File: config.mk
export PLATFORM = sky130hd
export DESIGN_NAME = cgr_bank
export DESIGN_NICKNAME = d
export VERILOG_FILES = /design/src/rtl/cgr_pkg.sv /design/src/rtl/cgr_bank.sv /design/src/rtl/cgr_check_step.sv
export SDC_FILE = /design/constraint.sdc
export NUM_CORES = 1
export LEC_CHECK = 0
export BUFFER_PORTS_ARGS = -buffer_cell sky130_fd_sc_hd__buf_2
export CAP_MARGIN = 20
export CORE_MARGIN = 8
export CORE_UTILIZATION = 56
export CTS_BUF_LIST = sky130_fd_sc_hd__clkbuf_8
export CTS_CLUSTER_DIAMETER = 40
export CTS_CLUSTER_SIZE = 16
export DETAILED_ROUTE_END_ITERATION = 8
export PLACE_DENSITY = 0.82
export SYNTH_ARGS = -nofsm -noshare
export SYNTH_HDL_FRONTEND = slang
export SYNTH_HIERARCHICAL = 1
export SYNTH_SLANG_ARGS = --single-unit
export TNS_END_PERCENT = 10
File: constraint.sdc
create_clock -name core_clk -period 2.1 [get_ports core_clk]
set_input_delay 0.105 -clock core_clk [delete_from_list [all_inputs] [get_ports core_clk]]
set_output_delay 0.105 -clock core_clk [all_outputs]
set_load 0.01 [all_outputs]
File: src/rtl/cgr_pkg.sv
/*
 * Shared constants for the check-code and general-pin register bank:
 * register offsets, field positions, reset values and check-code setup.
 * Assumes a byte-wide register space with 7-bit addresses.
 */
package cgr_pkg;

   // ************************************************************
   // Register offsets
   // ************************************************************
   localparam logic [6:0] ADDR_GENERAL_PIN_DIRECTION = 7'h0e;
   localparam logic [6:0] ADDR_GENERAL_PIN_DATA = 7'h0f;
   localparam logic [6:0] ADDR_READY_CONTROL = 7'h11;
   localparam logic [6:0] ADDR_CHECK_CODE_CONTROL = 7'h13;
   localparam logic [6:0] ADDR_CHECK_CODE_VALUE = 7'h1d;

   // ************************************************************
   // Field positions
   // ************************************************************
   localparam int CHECK_ENABLE_BIT = 4;
   localparam int CHECK_RESERVED_BIT = 3;
   localparam int READY_RELEASE_AFTER_CHECK_BIT = 2;
   localparam int READY_ON_PIN_SIX_BIT = 7;
   localparam int CHECK_CLEAR_DISABLE_BIT = 5;
   localparam int PIN_COUNT = 7;
   localparam int READY_PIN = 6;

   // ************************************************************
   // Reset values and writable masks
   // ************************************************************
   localparam logic [7:0] CHECK_CODE_CONTROL_RESET = 8'h00;
   localparam logic [7:0] CHECK_CODE_CONTROL_MASK = 8'h1c;
   localparam logic [7:0] READY_CONTROL_RESET = 8'h03;
   localparam logic [7:0] READY_CONTROL_MASK = 8'haf;
   localparam logic [6:0] PIN_DIRECTION_RESET = 7'h00;
   localparam logic [6:0] PIN_DATA_RESET = 7'h00;

   // ************************************************************
   // Check code setup
   // ************************************************************
   localparam logic [7:0] CHECK_POLYNOMIAL = 8'h07;
   localparam logic [7:0] CHECK_INITIAL = 8'h00;

   // ************************************************************
   // Conversion-ready sequencing
   // ************************************************************
   typedef enum logic [2:0] {
      READY_RELEASED = 3'b001,
      READY_ASSERTED = 3'b010,
      READY_WAIT_CHECK = 3'b100
   } cgr_ready_state_type;

endpackage : cgr_pkg

File: src/rtl/cgr_bank.sv
/*
 * Register bank for the serial-link check code and the seven general
 * pins, with the active-low conversion-ready line it sequences.
 * Assumes the serial engine presents decoded single-cycle register
 * accesses on core_clk, flags each byte it shifts out, and flags reads
 * of the result low byte; pins arrive asynchronously.
 */
// Function
// - Check code runs only when enable set
// - Default: ready released after low byte read
// - Select set: release after check value read
// - Writing check value clears running code
// - Reading check value returns current code
// - Direction bit picks input or output
// - Pin six carrying ready is not general
// - Output pin follows its data bit
// - Data read returns level on pins
// - Data writes to input pins ignored
// - Ready release clears code unless disabled
// - Pin six carries ready when selected
`timescale 1ns/100ps

module cgr_bank (
   input wire logic core_clk,
   input wire logic srst,
   input wire logic [6:0] reg_addr,
   input wire logic reg_write,
   input wire logic reg_read,
   input wire logic [7:0] reg_wdata,
   output logic [7:0] reg_rdata,
   input wire logic tx_byte_valid,
   input wire logic [7:0] tx_byte,
   input wire logic result_ready,
   input wire logic result_low_read,
   output logic conversion_ready_n,
   input wire logic [6:0] general_pin_in,
   output logic [6:0] general_pin_out,
   output logic [6:0] general_pin_oe
);

   // ************************************************************
   // State
   // ************************************************************
   typedef struct packed {
      logic [7:0] check_control;
      logic [7:0] ready_control;
      logic [6:0] pin_direction;
      logic [6:0] pin_data;
      logic [7:0] check_value;
      cgr_pkg::cgr_ready_state_type ready_state;
      logic ready_n;
      logic [7:0] rdata;
      logic [6:0] pin_out;
      logic [6:0] pin_oe;
      logic [6:0] pin_sync1;
      logic [6:0] pin_sync2;
   } cgr_state_type;

   cgr_state_type state;
   cgr_state_type next_state;
   logic [7:0] stepped_value;

   cgr_check_step check_step (
      .crc_in(state.check_value),
      .data_byte(tx_byte),
      .crc_out(stepped_value)
   );

   function automatic logic hit(input logic [6:0] addr,
                                input logic [6:0] target);
      hit = (addr == target);
   endfunction : hit

   // ************************************************************
   // Next state
   // ************************************************************
   always_comb begin
      logic release_now;
      logic ready_on_six;
      logic [6:0] pin_level;
      next_state = state;
      release_now = 1'b0;
      ready_on_six = state.ready_control[cgr_pkg::READY_ON_PIN_SIX_BIT];
      pin_level = state.pin_sync2;

      // Pins pass two flops before anything reads them
      next_state.pin_sync1 = general_pin_in;
      next_state.pin_sync2 = state.pin_sync1;

      // Register writes
      if (reg_write) begin
         if (hit(reg_addr, cgr_pkg::ADDR_CHECK_CODE_CONTROL)) begin
            // Bit three is stored as written; host keeps it zero
            next_state.check_control =
               reg_wdata & cgr_pkg::CHECK_CODE_CONTROL_MASK;
         end
         if (hit(reg_addr, cgr_pkg::ADDR_READY_CONTROL)) begin
            next_state.ready_control =
               reg_wdata & cgr_pkg::READY_CONTROL_MASK;
         end
         if (hit(reg_addr, cgr_pkg::ADDR_GENERAL_PIN_DIRECTION)) begin
            next_state.pin_direction = reg_wdata[6:0];
         end
         if (hit(reg_addr, cgr_pkg::ADDR_GENERAL_PIN_DATA)) begin
            // Only output pins take the new level
            next_state.pin_data = (reg_wdata[6:0] & state.pin_direction)
               | (state.pin_data & ~state.pin_direction);
         end
      end

      // Conversion-ready sequencing
      unique case (state.ready_state)
         cgr_pkg::READY_RELEASED: begin
            if (result_ready) begin
               next_state.ready_state = cgr_pkg::READY_ASSERTED;
            end
         end
         cgr_pkg::READY_ASSERTED: begin
            if (result_low_read) begin
               if (state.check_control
                     [cgr_pkg::READY_RELEASE_AFTER_CHECK_BIT]) begin
                  next_state.ready_state = cgr_pkg::READY_WAIT_CHECK;
               end else begin
                  release_now = 1'b1;
               end
            end
         end
         cgr_pkg::READY_WAIT_CHECK: begin
            if (reg_read
                  && hit(reg_addr, cgr_pkg::ADDR_CHECK_CODE_VALUE)) begin
               release_now = 1'b1;
            end
         end
      endcase
      if (release_now) begin
         // A new result in the release cycle keeps the line low
         if (result_ready) begin
            next_state.ready_state = cgr_pkg::READY_ASSERTED;
         end else begin
            next_state.ready_state = cgr_pkg::READY_RELEASED;
         end
      end
      next_state.ready_n =
         (next_state.ready_state == cgr_pkg::READY_RELEASED);

      // Running check code; clears win over a byte in the same cycle
      if (tx_byte_valid
            && state.check_control[cgr_pkg::CHECK_ENABLE_BIT]) begin
         next_state.check_value = stepped_value;
      end
      if (release_now
            && !state.ready_control[cgr_pkg::CHECK_CLEAR_DISABLE_BIT]) begin
         next_state.check_value = cgr_pkg::CHECK_INITIAL;
      end
      if (reg_write && hit(reg_addr, cgr_pkg::ADDR_CHECK_CODE_VALUE)) begin
         next_state.check_value = cgr_pkg::CHECK_INITIAL;
      end

      // Register reads, one cycle latency
      next_state.rdata = 8'h00;
      if (reg_read) begin
         if (hit(reg_addr, cgr_pkg::ADDR_CHECK_CODE_CONTROL)) begin
            next_state.rdata = state.check_control;
         end
         if (hit(reg_addr, cgr_pkg::ADDR_READY_CONTROL)) begin
            next_state.rdata = state.ready_control;
         end
         if (hit(reg_addr, cgr_pkg::ADDR_CHECK_CODE_VALUE)) begin
            next_state.rdata = state.check_value;
         end
         if (hit(reg_addr, cgr_pkg::ADDR_GENERAL_PIN_DIRECTION)) begin
            next_state.rdata = {1'b0, state.pin_direction};
         end
         if (hit(reg_addr, cgr_pkg::ADDR_GENERAL_PIN_DATA)) begin
            next_state.rdata = {1'b0, pin_level};
         end
      end

      // Pin drivers; a fresh pin-six select takes effect with the write
      ready_on_six = next_state.ready_control[cgr_pkg::READY_ON_PIN_SIX_BIT];
      next_state.pin_out = next_state.pin_data;
      next_state.pin_oe = next_state.pin_direction;
      if (ready_on_six) begin
         // The ready line owns pin six outright
         next_state.pin_out[cgr_pkg::READY_PIN] = next_state.ready_n;
         next_state.pin_oe[cgr_pkg::READY_PIN] = 1'b1;
      end
   end

   // ************************************************************
   // Registers
   // ************************************************************
   always_ff @(posedge core_clk) begin
      if (srst) begin
         state.check_control <= cgr_pkg::CHECK_CODE_CONTROL_RESET;
         state.ready_control <= cgr_pkg::READY_CONTROL_RESET;
         state.pin_direction <= cgr_pkg::PIN_DIRECTION_RESET;
         state.pin_data <= cgr_pkg::PIN_DATA_RESET;
         state.check_value <= cgr_pkg::CHECK_INITIAL;
         state.ready_state <= cgr_pkg::READY_RELEASED;
         state.ready_n <= 1'b1;
         state.rdata <= 8'h00;
         state.pin_out <= 7'h00;
         state.pin_oe <= 7'h00;
         state.pin_sync1 <= 7'h00;
         state.pin_sync2 <= 7'h00;
      end else begin
         state <= next_state;
      end
   end

   assign reg_rdata = state.rdata;
   assign conversion_ready_n = state.ready_n;
   assign general_pin_out = state.pin_out;
   assign general_pin_oe = state.pin_oe;

endmodule : cgr_bank

File: src/rtl/cgr_check_step.sv
/*
 * One byte step of the check code: folds a byte into the running value,
 * most significant bit first. Purely combinational.
 * Assumes the caller registers the result.
 */
`timescale 1ns/100ps

module cgr_check_step (
   input wire logic [7:0] crc_in,
   input wire logic [7:0] data_byte,
   output logic [7:0] crc_out
);

   always_comb begin
      logic [7:0] acc;
      acc = crc_in ^ data_byte;
      for (int i = 0; i < 8; i++) begin
         if (acc[7]) begin
            acc = {acc[6:0], 1'b0} ^ cgr_pkg::CHECK_POLYNOMIAL;
         end else begin
            acc = {acc[6:0], 1'b0};
         end
      end
      crc_out = acc;
   end

endmodule : cgr_check_step

=== After elaboration in Yosys (flattened, before gate mapping) ===
Index checks and enable logic that the tools add are counted.

* Logic and storage cells: 76
* Bits in latches: 0
* Output and inout bits: 23
* Flip-flop bits (word level): 71
* Input bits: 37
* Memory bits (read-only): 0
* Memories kept: 0
* Bits in writable memories: 0

* Divide/modulo/power cells: 0
* Shift-type cells: 0
* Multiplexer cells: 29
* Multiply operators: 0
* Magnitude comparators: 0
* Reductions and logical operators: 10
* Add/subtract/negate cells: 0
* Eq/ne operators: 9
* Bitwise operators: 14

{| class="wikitable"
|+ Operators by type and width
! operator !! count
|-
| 2-to-1 mux 3 bit || 12
|-
| 2-to-1 mux 7 bit || 4
|-
| 2-to-1 mux 8 bit || 3
|-
| inverter 3 bit || 8
|-
| 2-to-1 mux 22 bit || 1
|-
| == test 7 x 5 -> 1 bit, second input constant || 3
|-
| AND 7 bit || 2
|-
| == test 7 x 4 -> 1 bit, second input constant || 2
|-
| bitwise XOR 8 bit || 1
|-
| inverter 7 bit || 1
|-
| OR 7 bit || 1
|-
| == test 3 x 1 -> 1 bit, second input constant || 2
|-
| one-hot mux 3 bit (2 select lines) || 1
|-
| 2-to-1 mux 1 bit || 5
|-
| 2-to-1 mux 5 bit || 1
|-
| logical AND 1 bit || 4
|-
| AND reduction 2 bit || 2
|-
| OR reduction 4 bit || 1
|-
| == test 3 x 2 -> 1 bit, second input constant || 1
|-
| == test 3 bit, second input constant || 1
|-
| OR reduction 3 bit || 1
|-
| 2-to-1 mux 2 bit || 1
|-
| one-hot mux 1 bit (2 select lines) || 1
|-
| OR reduction 2 bit || 1
|-
| other kinds (2) || 2
|}

=== Depth between registers and ports, before layout ===
* Depth after elaboration: 17
* Mapped depth: 6

=== Cells and area by module ===
The synthesis kept the hierarchy.

{| class="wikitable"
|+ By module, submodules not included
! module !! area an instance (um^2) !! seq. area each (um^2) !! times used !! cells an instance
|-
| cgr_bank || 2,575.0 || 1,181.1 || 1 || 262
|-
| cgr_check_step || 183.9 || 0.0 || 1 || 21
|}

=== Worst setup path after synthesis ===
No wires, ideal clock.

* Kind: reg2reg
* Start point: register state[38] (netlist name)
* End point: register state[40] (netlist name)
* Library setup time: 139 ps
* Buffers on the path: 0
* Clock period less this slack: 1,489 ps
* Stages on the path, launching flop included: 5
* Arrival: 1,349 ps
* Setup slack: 611 ps
* Path through: dfxtp_1 -> nor4bb_1 -> nand3_1 -> a21oi_1 -> nor3_1

* Cells in the longest elaborated chain, start to end: 4
* Elaborated cells between the ends (all ways): 5
* Those cells by class: 2 x eq/ne; 1 x mux; 2 x reduce/logical

{| class="wikitable"
|+ Ends and longest elaborated chain
! item !! line !! text
|-
| start: declaration || cgr_bank.sv:59 || <nowiki>cgr_state_type state;</nowiki>
|-
| start signal: assignment || cgr_bank.sv:208 || <nowiki>state <= next_state;</nowiki>
|-
| == test 3 bit or == test 3 x 2 -> 1 bit (tied branches) || cgr_bank.sv:112 || <nowiki>unique case (state.ready_state)</nowiki>
|-
| one-hot mux 1 bit (2 select lines) (*) || cgr_bank.sv:112 ||
|-
| logical AND 1 bit (*) || cgr_bank.sv:152 || <nowiki>&& !state.ready_control[cgr_pkg::CHECK_CLEAR_DISABLE_BIT]) begin</nowiki>
|-
| OR reduction 3 bit (no line) (*) || n/a ||
|}

Mark *: on every way between the ends. The rest lies on a longest branch, timed or not.
A chain may end at the register's enable or synchronous reset.

=== Final worst setup path ===
* Start point: register state[39] (netlist name)
* End point: register state[41] (netlist name)

The elaborated chain is that of the path after synthesis.

==> metrics <==
chip width 86.2 um; WL final 6.12 mm; H-tree depth 3; fraction of layout cells with a size suffix above 1 0.283; n_diodes 0; slew margin rel. 0.679; outcome completed; Synth Area in Compound Gates 0.124; TritonCTS clock tree yes; Iteration-0 DRC Markers 160; hold_ws 0.0146 ns; clk sinks 59; sequential area share after synthesis 0.428; Worst Path Max Fanout 8; latest clock arrival within the worst-skew pair 0.33 ns; total number of vias 2125; Die Y 86.2 um; Final period util 0.765; EDFF count, synth 0; cell count after synthesis 283; GP Congestion 0.839; Initial Util 0.584; crit path kind reg2reg; Avg Inst Size Synth 9.75 um2; DRC 0; Synth async-reset ratio 0; DR pass1 iterations 4; largest family of logic cells by synthesized area simple AND/OR/NAND/NOR gates; buffers added on ports 59; Clock Path Buffers 2; routed vias/inst 5.33; hpwl dp 4.56 mm; xor/xnor share of the synthesized area 0.0667; RSZ-0062 raised after global routing no; max-slew violation count 0; cts repair resizes 0; Synth Net Count 320; setup TNS 0 ns; synth warn 6; P per Cell Area 711 nW/um2; # nets final 365; mux cell area share after synthesis 0.103; vias in the first global route 2061; setup violators final 0; adder-cell share of the synthesized area 0; CP Data Arrival Time 1.81 ns; fin worst setup slack 0.494 ns; DR WL/cell 15.3 um; worst slack at placement 0.402 ns; first-pass GRT wire length 10.1 mm; Routed Antenna Nets 0; CTS root buf clkbuf_8; Fin. Hold Viols 0; CTS clk-pin slew, worst paths 0.06 ns; antenna violations before repair 0; gr usage total 0.172; grt total ovfl 0; Hold WC Path Type in2reg; Leak 0.00149 uW; flops & latches, synth 59; die area 7430 um2; Layout Area Growth over Synthesis 15.5%; TritonCTS Buffers 9; IO Count 60; Fill cells 387; Critical Path Sink Type flip-flop; Required @ worst endpoint 2.31 ns; synthesized area 2760 um2; worst-margin pin slew 0.478 ns; Worst VDD drop 571 uV; final core occ 0.674; Max Freq 623 MHz; max_cap viols 0; Core ar. 4720 um2; post-synthesis simple-gate area fraction 0.195; Synth Flop Type dfxtp_1; Period minus WS final 1.61 ns; Std-Cell Rows 25; post-synthesis cell type count 50; CP Launch Type flip-flop; skew final 0.00371 ns; pin count of the biggest net entering global routing 27
==> cell families after synthesis <==
family / after synthesis
simple gates: 92
flops: 59
compound gates: 45
buf+inv: 38
mux: 28
xor+xnor: 21
==> layer usage <==
metal  vias to the layer above  global-route usage  routed length, um
met1                       987               0.209               2730
li1                       1064                   -                  -
met2                        64               0.276               2940
met5                         -                   0                  0
met4                         0              0.0782                 85
met3                        10              0.0473                361
==> path summary, 6_finish.rpt <==
kind,startpoint,to,slack [ns],cells past startpoint
hold / removal,general_pin_in[6],next_state[6],0.01,2
setup / recovery,state[39],state[41],0.49,5
hold reg to reg,next_state[6],state[6],0.44,1
setup reg to reg,state[39],state[41],0.49,5
==> report_power, final <==
group          internal (uW)  total (uW)  switching [uW]
sequential              1140        1150            8.84
clock                    510         925             415
combinational           92.0         191            99.3
==> cells in the mapped netlist (2+ instances only) <==
cell | instances | share of area
nand2_1 | 6 | 0.0082
nand4_1 | 2 | 0.0045
inv_1 | 4 | 0.0054
clkbuf_1 | 8 | 0.011
a22oi_1 | 5 | 0.014
a21boi_0 | 6 | 0.016
a21o_1 | 4 | 0.011
nand3_1 | 3 | 0.0054
xnor2_1 | 15 | 0.048
o22a_1 | 2 | 0.0064
nor2_1 | 23 | 0.031
o22ai_1 | 2 | 0.0045
a211o_1 | 2 | 0.0064
buf_2 | 3 | 0.0054
o21ai_0 | 3 | 0.0054
o221ai_1 | 2 | 0.0064
nor3b_1 | 2 | 0.0054
o21ba_2 | 6 | 0.022
mux2i_1 | 25 | 0.091
a21oi_1 | 8 | 0.015
dfxtp_1 | 59 | 0.43
nor2b_1 | 16 | 0.036
or3b_2 | 2 | 0.0064
buf_4 | 22 | 0.060
nand2b_1 | 3 | 0.0068
and3_1 | 9 | 0.020
mux2_2 | 3 | 0.012
nor3_1 | 10 | 0.018
or3_1 | 2 | 0.0045
xor2_1 | 6 | 0.019
==> layout make-up <==
cell class / instances / area (um2) / area share
clock buffers: 12 / 165 / 0.0518
clock inverters: 3 / 13.8 / 0.00432
inverters: 4 / 15.0 / 0.00471
multi-input cells: 186 / 1350 / 0.423
flip-flops and latches: 59 / 1180 / 0.371
well taps: 67 / 83.8 / 0.0263
repair buffers: 68 / 378 / 0.119
==> critical path: stages (launching register included) <==
cell      delay, ns
dfxtp_1        0.42
nor4bb_1       0.38
nand3_1        0.25
a21oi_1        0.18
buf_4          0.18
nor3_1         0.07
==> cells in the final DEF, fill, tap and decap left out, types with 3 or more instances in the layout <==
cell type and count:
a21boi_0 6, dlygate4sd3_1 6, a21o_1 4, buf_2 59, mux2_2 3, o21ai_0 3, a22oi_1 5, nor2b_1 16
nand2b_1 3, o21ba_2 6, mux2i_1 25, nand3_1 3, xor2_1 6, dfxtp_1 59, inv_1 5, and3_1 9
clkbuf_8 12, buf_4 3, nor2_1 23, a21oi_1 8, nand2_1 6, xnor2_1 15, nor3_1 10
==> what timing repair did <==
| item | 4_1_cts | 5_1_grt |
|---|---|---|
| hold endpoints to repair | 5 | 1 |
| hold buffers | 5 | 1 |
| setup buffers | 0 | 0 |
==> stage by stage <==
step | instances | total power, uW | instance area (um2)
after floorplan | 283 | 1280 | 2760
after global placement | 378 | 1350 | 2950
after detailed placement | 378 | 1350 | 2950
after CTS | 398 | 2280 | 3180
after global routing | 399 | 2360 | 3190
final | 399 | 2260 | 3190
No activity file was read; power rests on OpenSTA's default activity.
